**src/shared/atm_pkg.sv**
```systemverilog
// atm_pkg: constants, types and helpers of the analog threshold monitor
//
// How it works
// - trigger value is input times gain plus offset
// - on>=off: set above on, clear at/below off
// - on<off: output high inside [on, off)
// - input codes 0..1000 span zero to ten volts
// - gain, offset and thresholds clamped to ranges
// - decimals setting never alters comparisons
// - each threshold is constant or live value
// - amplifier output scaled, limited to 16 bits
// - arm rising edge captures the reference
// - reference and live input scaled alike
// - monitor high when armed and outside band
// - monitor low inside band or when disarmed
// - band width clamped to plus/minus 20000
// - thresholds and decimals writable at run time
package atm_pkg;

    //************************************************************
    // scaling and ranges
    //************************************************************
    localparam int FULL_VOLT = 10;        // input span in volts
    localparam int FULL_CODE = 1000;      // code at FULL_VOLT
    localparam int GAIN_DIV  = 100;       // gain carries hundredths
    localparam int GAIN_LIM  = 1000;      // +/-10.00
    localparam int OFS_LIM   = 10000;
    localparam int THR_LIM   = 20000;
    localparam int BAND_LIM  = 20000;
    localparam int OUT_MAX   = 32767;
    localparam int OUT_MIN   = -32768;

    //************************************************************
    // register map (byte addresses)
    //************************************************************
    localparam int           ADDR_W      = 5;
    localparam logic [4:0]   OFS_GAIN    = 5'h00;
    localparam logic [4:0]   OFS_OFFSET  = 5'h04;
    localparam logic [4:0]   OFS_SET_THR = 5'h08;
    localparam logic [4:0]   OFS_CLR_THR = 5'h0C;
    localparam logic [4:0]   OFS_BAND    = 5'h10;
    localparam logic [4:0]   OFS_CTRL    = 5'h14;
    localparam logic [4:0]   OFS_STATUS  = 5'h18;
    localparam logic [4:0]   OFS_REF     = 5'h1C;
    localparam int           CTRL_SET_LIVE = 0;
    localparam int           CTRL_CLR_LIVE = 1;
    localparam int           CTRL_DEC_LSB  = 2;
    localparam int           ST_TRIG       = 0;
    localparam int           ST_MON        = 1;
    localparam int           ST_OUT_LSB    = 16;
    localparam logic [15:0]  RST_GAIN      = 16'h0064; // gain 1.00

    //************************************************************
    // types
    //************************************************************
    typedef logic signed [15:0] atm_val_t;

    typedef enum logic [0:0] {
        BUS_IDLE = 1'b0,
        BUS_ACK  = 1'b1
    } atm_bus_st_t;

    typedef struct packed {
        logic              read;
        logic              write;
        logic [ADDR_W-1:0] address;
        logic [31:0]       writedata;
    } atm_avs_req_t;

    typedef struct packed {
        atm_bus_st_t bus_st;
        logic        waitreq;
        logic [31:0] rdata;
        atm_val_t    gain;
        atm_val_t    ofs;
        atm_val_t    set_thr;
        atm_val_t    clr_thr;
        atm_val_t    band;
        logic        set_live;
        logic        clr_live;
        logic [1:0]  dec;
        logic        arm_prev;
        atm_val_t    ref_val;
        logic        trig_q;
        logic        mon_q;
        atm_val_t    aout;
    } atm_state_t;

    localparam atm_state_t ST_RST = '{
        bus_st  : BUS_IDLE,
        waitreq : 1'b1,
        gain    : atm_val_t'(RST_GAIN),
        default : '0
    };

    // saturate a wide signed value into a 16-bit word
    function automatic atm_val_t atm_clamp(
        input logic signed [39:0] v,
        input int                 lo,
        input int                 hi
    );
        if (v > 40'(signed'(hi)))
            return atm_val_t'(hi[15:0]);
        if (v < 40'(signed'(lo)))
            return atm_val_t'(lo[15:0]);
        return atm_val_t'(v[15:0]);
    endfunction : atm_clamp

endpackage : atm_pkg

```
**src/rtl/atm_top.sv**
```systemverilog
// atm_top: threshold trigger, amplifier and value monitor with registers
//
// The address map and the Avalon-MM register port were decided locally.
module atm_top (
    input  wire logic                 i_clk,
    input  wire logic                 i_sys_rst,
    input  wire atm_pkg::atm_avs_req_t i_avs,
    output logic [31:0]               o_avs_readdata,
    output logic                      o_avs_waitrequest,
    input  wire atm_pkg::atm_val_t    i_analog_in,
    input  wire atm_pkg::atm_val_t    i_live_set,
    input  wire atm_pkg::atm_val_t    i_live_clr,
    input  wire logic                 i_arm,
    input  wire logic                 i_scan,
    output logic                      o_trig_q,
    output logic                      o_mon_q,
    output atm_pkg::atm_val_t         o_analog_out
);
    import atm_pkg::*;

    //************************************************************
    // declarations
    //************************************************************
    atm_state_t         st_r;
    atm_state_t         st_nxt;
    atm_val_t           scaled;
    atm_val_t           set_val;
    atm_val_t           clr_val;
    atm_val_t           ref_now;
    logic signed [17:0] band_abs;
    logic signed [17:0] band_lo;
    logic signed [17:0] band_hi;
    logic signed [39:0] wd40;
    logic signed [39:0] raw40;
    logic [31:0]        rd_mux;
    logic               req;
    logic               rise;
    logic               in_band;
    logic               in_win;

    //************************************************************
    // scaling stage
    //************************************************************
    // one stage serves all three functions; the input word is taken
    // as is, codes 0..FULL_CODE standing for 0..FULL_VOLT volts
    atm_scale #(
        .DIV      (GAIN_DIV)
    ) u_scale (
        .i_value  (i_analog_in),
        .i_gain   (st_r.gain),
        .i_ofs    (st_r.ofs),
        .o_scaled (scaled)
    );

    //************************************************************
    // operand selection and comparisons
    //************************************************************
    // thresholds come from a register or another block's live value
    assign set_val = st_r.set_live ? i_live_set : st_r.set_thr;
    assign clr_val = st_r.clr_live ? i_live_clr : st_r.clr_thr;

    // window test for on < off; plain integer compare, no decimals
    assign in_win = (scaled >= set_val) && (scaled < clr_val);

    // a rising arm compares against the value captured this scan
    assign rise    = i_arm & ~st_r.arm_prev;
    assign ref_now = rise ? scaled : st_r.ref_val;

    // a negative band is folded to its magnitude so it never inverts
    assign band_abs = (st_r.band < 0) ? -18'(st_r.band)
                                      : 18'(st_r.band);
    assign band_lo  = 18'(ref_now) - band_abs;
    assign band_hi  = 18'(ref_now) + band_abs;
    assign in_band  = (18'(scaled) >= band_lo) &&
                      (18'(scaled) <= band_hi);

    //************************************************************
    // register bus helpers
    //************************************************************
    assign req  = i_avs.read | i_avs.write;
    assign wd40 = 40'(signed'(i_avs.writedata[15:0]));

    // read data, narrow fields zero-extended, holes read as zero
    always_comb begin
        rd_mux = '0;
        unique case (i_avs.address)
            OFS_GAIN:    rd_mux[15:0] = st_r.gain;
            OFS_OFFSET:  rd_mux[15:0] = st_r.ofs;
            OFS_SET_THR: rd_mux[15:0] = st_r.set_thr;
            OFS_CLR_THR: rd_mux[15:0] = st_r.clr_thr;
            OFS_BAND:    rd_mux[15:0] = st_r.band;
            OFS_CTRL: begin
                rd_mux[CTRL_SET_LIVE]            = st_r.set_live;
                rd_mux[CTRL_CLR_LIVE]            = st_r.clr_live;
                rd_mux[CTRL_DEC_LSB+:2]          = st_r.dec;
            end
            OFS_STATUS: begin
                rd_mux[ST_TRIG]                  = st_r.trig_q;
                rd_mux[ST_MON]                   = st_r.mon_q;
                rd_mux[ST_OUT_LSB+:16]           = st_r.aout;
            end
            OFS_REF:     rd_mux[15:0] = st_r.ref_val;
            default:     rd_mux = '0;
        endcase
    end

    //************************************************************
    // next state
    //************************************************************
    always_comb begin
        st_nxt = st_r;

        // bus: take a request in idle, answer with one low cycle
        unique case (st_r.bus_st)
            BUS_IDLE: begin
                if (req) begin
                    st_nxt.bus_st  = BUS_ACK;
                    st_nxt.waitreq = 1'b0;
                    st_nxt.rdata   = i_avs.read ? rd_mux : '0;
                end
            end
            BUS_ACK: begin
                st_nxt.bus_st  = BUS_IDLE;
                st_nxt.waitreq = 1'b1;
                // write lands on the edge that sees waitrequest low
                if (i_avs.write) begin
                    unique case (i_avs.address)
                        OFS_GAIN:
                            st_nxt.gain = atm_clamp(wd40, -GAIN_LIM,
                                                    GAIN_LIM);
                        OFS_OFFSET:
                            st_nxt.ofs = atm_clamp(wd40, -OFS_LIM,
                                                   OFS_LIM);
                        OFS_SET_THR:
                            st_nxt.set_thr = atm_clamp(wd40, -THR_LIM,
                                                       THR_LIM);
                        OFS_CLR_THR:
                            st_nxt.clr_thr = atm_clamp(wd40, -THR_LIM,
                                                       THR_LIM);
                        OFS_BAND:
                            st_nxt.band = atm_clamp(wd40, -BAND_LIM,
                                                    BAND_LIM);
                        OFS_CTRL: begin
                            st_nxt.set_live =
                                i_avs.writedata[CTRL_SET_LIVE];
                            st_nxt.clr_live =
                                i_avs.writedata[CTRL_CLR_LIVE];
                            // kept for display only, never compared
                            st_nxt.dec =
                                i_avs.writedata[CTRL_DEC_LSB+:2];
                        end
                        default: begin
                        end
                    endcase
                end
            end
        endcase

        // functions advance only on a scan pulse
        if (i_scan) begin
            st_nxt.aout     = scaled;
            st_nxt.arm_prev = i_arm;
            if (set_val >= clr_val) begin
                // hysteresis: between thresholds the output holds
                if (scaled > set_val)
                    st_nxt.trig_q = 1'b1;
                else if (scaled <= clr_val)
                    st_nxt.trig_q = 1'b0;
            end else begin
                st_nxt.trig_q = in_win;
            end
            if (rise)
                st_nxt.ref_val = scaled;
            // disarm or inside band both clear the monitor
            st_nxt.mon_q = i_arm & ~in_band;
        end
    end

    //************************************************************
    // state register
    //************************************************************
    always_ff @(posedge i_clk) begin
        if (i_sys_rst)
            st_r <= ST_RST;
        else
            st_r <= st_nxt;
    end

    // outputs straight from the state flip-flops
    assign o_avs_readdata    = st_r.rdata;
    assign o_avs_waitrequest = st_r.waitreq;
    assign o_trig_q          = st_r.trig_q;
    assign o_mon_q           = st_r.mon_q;
    assign o_analog_out      = st_r.aout;

    // wide scaling kept apart from the stage, so the checks below do
    // not lean on the clamp that they are meant to watch
    assign raw40 = 40'(i_analog_in) * 40'(st_r.gain) / 40'(GAIN_DIV)
                   + 40'(st_r.ofs);
endmodule : atm_top

```
**src/rtl/atm_scale.sv**
```systemverilog
// atm_scale: shared gain and offset stage with saturation
module atm_scale #(
    parameter int DIV = atm_pkg::GAIN_DIV
) (
    input  wire atm_pkg::atm_val_t i_value,
    input  wire atm_pkg::atm_val_t i_gain,
    input  wire atm_pkg::atm_val_t i_ofs,
    output atm_pkg::atm_val_t      o_scaled
);
    import atm_pkg::*;

    //************************************************************
    // arithmetic
    //************************************************************
    localparam logic signed [39:0] DIV_W = 40'(DIV);

    logic signed [39:0] prod;
    logic signed [39:0] quot;
    logic signed [39:0] sum;

    generate
        if (DIV < 1) begin : g_bad_div
            $error("atm_scale: DIV must be at least one");
        end
    endgenerate

    // 40 bits hold 16x16 product plus offset without overflow
    assign prod = 40'(i_value) * 40'(i_gain);
    assign quot = prod / DIV_W;                   // truncates to zero
    assign sum  = quot + 40'(i_ofs);
    // clip instead of wrap at the 16-bit word limits
    assign o_scaled = atm_clamp(sum, OUT_MIN, OUT_MAX);

endmodule : atm_scale

```
**config.mk**
```make
export PLATFORM = sky130hd
export DESIGN_NAME = atm_top
export DESIGN_NICKNAME = d
export VERILOG_FILES = /design/src/shared/atm_pkg.sv /design/src/rtl/atm_top.sv /design/src/rtl/atm_scale.sv
export SDC_FILE = /design/constraint.sdc
export NUM_CORES = 2
export LEC_CHECK = 0
export BUFFER_PORTS_ARGS = -buffer_cell sky130_fd_sc_hd__buf_2
export CAP_MARGIN = 0
export CORE_UTILIZATION = 45
export CTS_CLUSTER_DIAMETER = 80
export DETAILED_ROUTE_END_ITERATION = 8
export PLACE_DENSITY = 0.64
export SLEW_MARGIN = 20
export SYNTH_ARGS = -nofsm -noshare
export SYNTH_HDL_FRONTEND = slang
export SYNTH_SLANG_ARGS = --single-unit
```
**constraint.sdc**
```tcl
create_clock -name i_clk -period 54.9 [get_ports i_clk]
set_input_delay 10.98 -clock i_clk [delete_from_list [all_inputs] [get_ports i_clk]]
set_output_delay 10.98 -clock i_clk [all_outputs]
set_load 0.005 [all_outputs]
```
* After elaboration in Yosys (flattened, before gate mapping)
Cells that the tools add are included.
Operators by class: add/sub/neg operators 4, multipliers 1, div/mod/pow operators 1, $lt $le $gt $ge 16, equal/unequal tests 9, mux-type cells 78, bitwise logic cells 6, reductions and logical operators 11
Operator list (number):
- $mux 16 | 24
- $pmux 12 s6 | 1
- $mux 1 | 47
- $add 40x16->40 | 1
- $div 40x8->40 const B | 1
- $gt 40x16->1 const B | 1
- $lt 40x16->1 const B | 1
- $mux 34 | 1
- $ge 16x16->1 | 2
- $mul 16x16->32 | 1
- $mux 32 | 1
- $eq 5x5->1 const B | 4
- $add 16x18->18 | 1
- $ge 16x18->1 | 1
- $le 16x18->1 | 1
- $mux 18 | 1
- $neg 16->18 | 1
- $reduce_and 3->1 | 6
- $sub 16x18->18 | 1
- $gt 16x11->1 const B | 1
- $gt 16x15->1 const B | 1
- $gt 16x16->1 | 1
- $gt 16x16->1 const B | 1
- $le 16x16->1 | 1
- 18 further kinds | 24
Storage, ports and cells: flip-flop bits (word level) 153, input port bits 91, output and inout bits 51, word-level logic and storage cells 142

* Longest topological paths before layout
depth in word-level cells 14, depth in mapped cells 179, depth with buffers taken out 161

* Modules after synthesis
A second synthesis with hierarchy kept.
Unflattened totals: cells, all modules 3915, area, all modules 31006.0 um2
Modules (own cells, without submodules):
- atm_scale | times used 1, cells each 2557, area an instance 20005.4 um2, seq. area each 0.0 um2
- atm_top | times used 1, cells each 1358, area an instance 11000.6 um2, seq. area each 3062.9 um2

* Worst setup path before layout
No wires, ideal clock.
path kind input to register, start point input port i_analog_in[15], end point register st_r, in the netlist o_mon_q, setup time 70 ps, data arrival time 44187 ps, data required time 54830 ps, path slack 10642 ps, stages 167, path buffers 10, cell sequence clkbuf_1 nand2_1 fa_1 inv_1 fa_1 fa_1 fa_1 fa_1 inv_1 fa_1 inv_1 ha_1 clkbuf_1 a211oi_1 o21bai_1 or4_1 o211a_1 o211ai_1 [131 not listed] o21bai_1 a21oi_1 nor2_1 nor2_1 nor2_1 o21ai_0 nand2b_1 a21oi_1 xnor2_1 ha_1 and4_1 a21oi_1 nand3_1 o21ai_0 o31ai_1 o21ai_0 nand3_1 a21oi_1
On the way: word-level cells in the longest chain between the ends 14, elaborated cells between the ends (all ways) 19, those cells by class add/sub: 3; mul: 1; div: 1; order compare: 4; mux: 7; bitwise: 2; reduce/logical: 1
RTL lines:
- start: declaration | line atm_top.sv:10 | input wire atm_pkg::atm_val_t i_analog_in,
- $mul 16x16->32 *
- $div 40x8->40 * | line atm_scale.sv:29 | assign quot = prod / DIV_W;
- $add 40x16->40 * | line atm_scale.sv:30 | assign sum = quot + 40'(i_ofs);
- $lt 40x16->1 | line atm_pkg.sv:104 | if (v < 40'(signed'(lo)))
- $mux 1 (2 in series) | line atm_pkg.sv:104
- $mux 16 | line atm_pkg.sv:106 | return atm_val_t'(v[15:0]);
- $mux 16 * | line atm_pkg.sv:104
- net scaled[2] | line atm_top.sv:26 | atm_val_t scaled;
- $mux 16 *
- net ref_now[2] | line atm_top.sv:29 | atm_val_t ref_now;
- $sub 16x18->18 or $add 16x18->18 (tied branches) | line atm_top.sv:72, atm_top.sv:73
- $ge 16x18->1 or $le 16x18->1 (tied branches) | line atm_top.sv:74, atm_top.sv:75
- $logic_and 1x1->1 * | line atm_top.sv:74 | assign in_band = (18'(scaled) >= band_lo) &&
- $not 1->1 * | line atm_top.sv:175 | st_nxt.mon_q = i_arm & ~in_band;
- $and 1x1->1 * | line atm_top.sv:175
- end signal: assignment | line atm_top.sv:186 | st_r <= st_nxt;
- end: declaration | line atm_top.sv:24 | atm_state_t st_r;
Mark *: on every way through the listed nets, which the timed path passes. The rest lies on a longest branch. The select of a mux whose other input is x is not followed. A chain may end at the register's enable or synchronous reset.

* Worst setup path in the final report
start point input port i_analog_in[15], end point register st_r, in the netlist o_mon_q
On the way: word-level cells in the longest chain between the ends 14, elaborated cells between the ends (all ways) 19, those cells by class add/sub: 3; mul: 1; div: 1; order compare: 4; mux: 7; bitwise: 2; reduce/logical: 1
RTL lines (line):
- $mul 16x16->32 *
- $div 40x8->40 * | atm_scale.sv:29
- $add 40x16->40 * | atm_scale.sv:30
- $lt 40x16->1 | atm_pkg.sv:104
- $mux 1 (2 in series) | atm_pkg.sv:104
- $mux 16 | atm_pkg.sv:106
- $mux 16 * | atm_pkg.sv:104
- $mux 16
- $sub 16x18->18 or $add 16x18->18 (tied branches) | atm_top.sv:72, atm_top.sv:73
- $ge 16x18->1 or $le 16x18->1 (tied branches) | atm_top.sv:74, atm_top.sv:75
- $logic_and 1x1->1 * | atm_top.sv:74
- $not 1->1 * | atm_top.sv:175
- $and 1x1->1 * | atm_top.sv:175
Every way passes the cells marked *; elsewhere a longest branch is shown, timed or not. The select of a mux whose other input is x is not followed.

==> run summary <==
status -> finished clean
CTS root buf -> clkbuf_16
sequential share of the synthesized area -> 9.952%
Pins Over Slew Limit -> 0
Crit path top cell by count -> a21oi_1
Synth Area in Adders -> 27.70%
critical path's top delay family -> compound AO/OA/AOI/OAI gates
grt total ovfl -> 0
initial DRC count -> 2371
Post-CTS Hold Fix Bufs -> 0
Placed Instances -> 4678
M1 GR Usage -> 35.91%
Hold Vio Cnt, Final -> 0
critical path endpoint category -> flip-flop
Post-Synthesis Cells -> 3889
Final Cycle Share -> 90.95%
max_cap viols -> 0
Via density -> 5.954
Max Fclk -> 20.03 MHz
mux cell area share after synthesis -> 2.317%
slew margin rel. -> 22.53%
vias -> 28043
num ports -> 142
final cell count without fillers -> 4710
mean post-synth cell area -> 7.914 um2
Core Rows -> 95
CP max stage cell -> fa_1
final net count -> 4431
Seq cells post-synth -> 153
GRT Util Overall -> 25.69%
clock slew at reported path FFs -> 60 ps
post-synth cell types -> 143
Worst Path Required -> 55260 ps
IO Port Bufs -> 125
Inserted Clock Buffers -> 17
Num Clock Sinks -> 153
GPL Wtd Cong -> 0.9432
FFs w/ async S/R, synth -> 0%
Compound-Gate Fraction of Synth Area -> 24.76%
XOR/XNOR share of the synthesized area -> 6.257%
setup_tns -> 0 ps
Crit Path Max Fanout -> 18
Ys Warns -> 0
Initial Util -> 45.66%
Syn Nets -> 4496
Area Growth Syn to Fin -> 4.159%
Placed Area -> 31480 um2
first-pass GRT wire length -> 145300 um
initial antenna violation count -> 0
Worst-Skew Late Latency -> 440 ps
skew final -> 9.584 ps
Reg area -> 3063 um2
clk buf depth -> 2
main combinational cell family by area after synthesis -> adder cells
overall die area -> 69440 um2
DRC -> 0
RSZ-0062 raised after global routing -> no
startpoint types -> primary input
CP arrival -> 50290 ps
Hold/Removal Path Class -> flip-flop to flip-flop
area of the multi-input gates -> 24960 um2
fill cell total of the finished layout -> 6708
Die Height -> 263.5 um
final WL -> 89830 um
internal reg-to-reg setup slack -> 14880 ps
CTS tree -> done
cells resized by post-CTS repair -> 0
top_reg_cell synth -> dfxtp_1
CP Class -> primary input to flip-flop
Slew @ Worst Pin -> 1160 ps
die width -> 263.5 um
synthesized area -> 30780 um2
Final ANT Viol Nets -> 0
Setup WS post-layout -> 4970 ps
EDFF count, synth -> 0
share of layout cells above drive strength 1 -> 8.681%
core area -> 67400 um2
Post-Synth Simple-Gate Area -> 19.96%
GR Layer Usage met2 -> 41.30%
global routing's busiest layer -> met2
post-route minimum period -> 49930 ps
pre-CTS setup slack -> 5025 ps
Post-CTS Setup Bufs -> 0
# setup viols final -> 0
dpl hpwl -> 71390 um
drt wl/cell -> 19.07 um
largest net degree at the start of global routing -> 83
max incr delay on CP -> 910 ps
M3 GR Usage -> 2.451%
Final Cell Area -> 32060 um2
Buffers & Inverters on Critical Path -> 8
vias in the first global route -> 26513
htree depth -> 4
drt pass-1 iters -> 6
worst register-to-register path, delay by kind of cell (launching register included):
kind | cells | cell delay, ps
AOI/OAI and AO/OA | 92 | 22350
adders and majority gates | 13 | 6030
xor gates and xnor gates | 6 | 1230
and+or+nand+nor | 36 | 7650
DFF | 1 | 840
buffers and inverters | 7 | 580
muxes | 3 | 1250
logic make-up after synthesis:
logic type                 count (synthesis)
and+or+nand+nor                         1231
AOI/OAI and AO/OA                       1055
buffers and inverters                    644
adders and majority gates                524
xor gates and xnor gates                 211
DFF                                      153
muxes                                     69
other                                      2
state kept, by name, indices dropped and copies added, names as in the netlist:
| signal | flops |
|---|---|
| o_mon_q | 1 |
| st_r | 102 |
| o_avs_readdata | 32 |
| o_analog_out | 16 |
| o_trig_q | 1 |
| o_avs_waitrequest | 1 |
cells in the final DEF, fill, tap and decap left out, types with 12 or more instances in the layout:
| cell type | synthesis | final |
|---|---|---|
| xnor2_1 | 148 | 148 |
| o21ai_0 | 106 | 106 |
| a211oi_2 | 13 | 13 |
| fa_1 | 265 | 265 |
| nor2_1 | 306 | 305 |
| o21ai_1 | 52 | 52 |
| o31ai_1 | 21 | 21 |
| nand3_1 | 94 | 94 |
| and3_1 | 23 | 22 |
| buf_4 | 63 | 31 |
| nand2_1 | 336 | 336 |
| a21o_1 | 52 | 52 |
| ha_1 | 251 | 251 |
| a211oi_1 | 58 | 58 |
| mux2i_1 | 56 | 56 |
| a21oi_1 | 252 | 252 |
| and2_1 | 155 | 155 |
| o22ai_1 | 13 | 13 |
| xor2_1 | 55 | 55 |
| a21oi_2 | 12 | 12 |
| buf_2 | 34 | 124 |
| a311oi_1 | 12 | 12 |
| o211ai_1 | 34 | 34 |
| nand2b_1 | 46 | 46 |
| nor4_1 | 13 | 13 |
| o21a_1 | 48 | 48 |
| inv_1 | 398 | 398 |
| or4_1 | 13 | 13 |
| o21bai_1 | 36 | 36 |
| or3_1 | 19 | 19 |
| nor2b_1 | 28 | 28 |
| a31oi_1 | 21 | 21 |
| nor3_1 | 74 | 72 |
| dfxtp_1 | 153 | 153 |
| clkbuf_16 | 0 | 17 |
| a211o_1 | 16 | 16 |
| nand4_1 | 35 | 35 |
| a22oi_1 | 91 | 91 |
synthesized netlist by cell type, types with 56 or more instances:
cell / n / share of area [%]
a21oi_1: 252 / 4.1
and2_1: 155 / 3.2
ha_1: 251 / 10
nand2_1: 336 / 4.1
clkbuf_1: 122 / 1.5
a22oi_1: 91 / 2.2
o21ai_0: 106 / 1.7
a211oi_1: 58 / 1.4
nor2_1: 306 / 3.7
dfxtp_1: 153 / 10
nand3_1: 94 / 1.5
fa_1: 265 / 17
xnor2_1: 148 / 4.2
buf_4: 63 / 1.5
nor3_1: 74 / 1.2
inv_1: 398 / 4.9
mux2i_1: 56 / 1.8
area by class of cell:
type | count | area share, %
Tap cell | 873 | 3.408
Inverter | 405 | 4.742
Clock buffer | 21 | 1.405
Clock inverter | 10 | 0.3708
Timing Repair Buffer | 155 | 2.662
Multi-Input combinational cell | 3092 | 77.85
Sequential cell | 153 | 9.555
Antenna cell | 1 | 0.007806
final timing paths:
| path | start | to | depth (start not counted) |
|---|---|---|---|
| max reg2reg | st_r[105] | o_mon_q | 157 |
| max | i_analog_in[15] | o_mon_q | 158 |
| min | o_avs_waitrequest | o_avs_waitrequest | 1 |
| min reg2reg | o_avs_waitrequest | o_avs_waitrequest | 1 |
per-layer routing:
metal / share of wire [%] / vias up
met5: 0 / -
met4: 3.3 / 0
met3: 6.1 / 124
met2: 45 / 962
met1: 46 / 13520
li1: - / 13437
metrics by stage:
| stage | hold slack (ps) | utilization, % |
|---|---|---|
| 3_3_place_gp | 443.8 | 46.71 |
| 4_1_cts | 465.6 | 47.55 |
| 3_5_place_dp | 449.0 | 46.71 |
| 2_1_floorplan | 443.1 | - |
| 6_report | 462.5 | 47.56 |
| 5_1_grt | 490.6 | 47.56 |
Power is left out: the tool's default activity adds up to more than one toggle a clock period on the data nets, which glitch-free logic cannot reach.
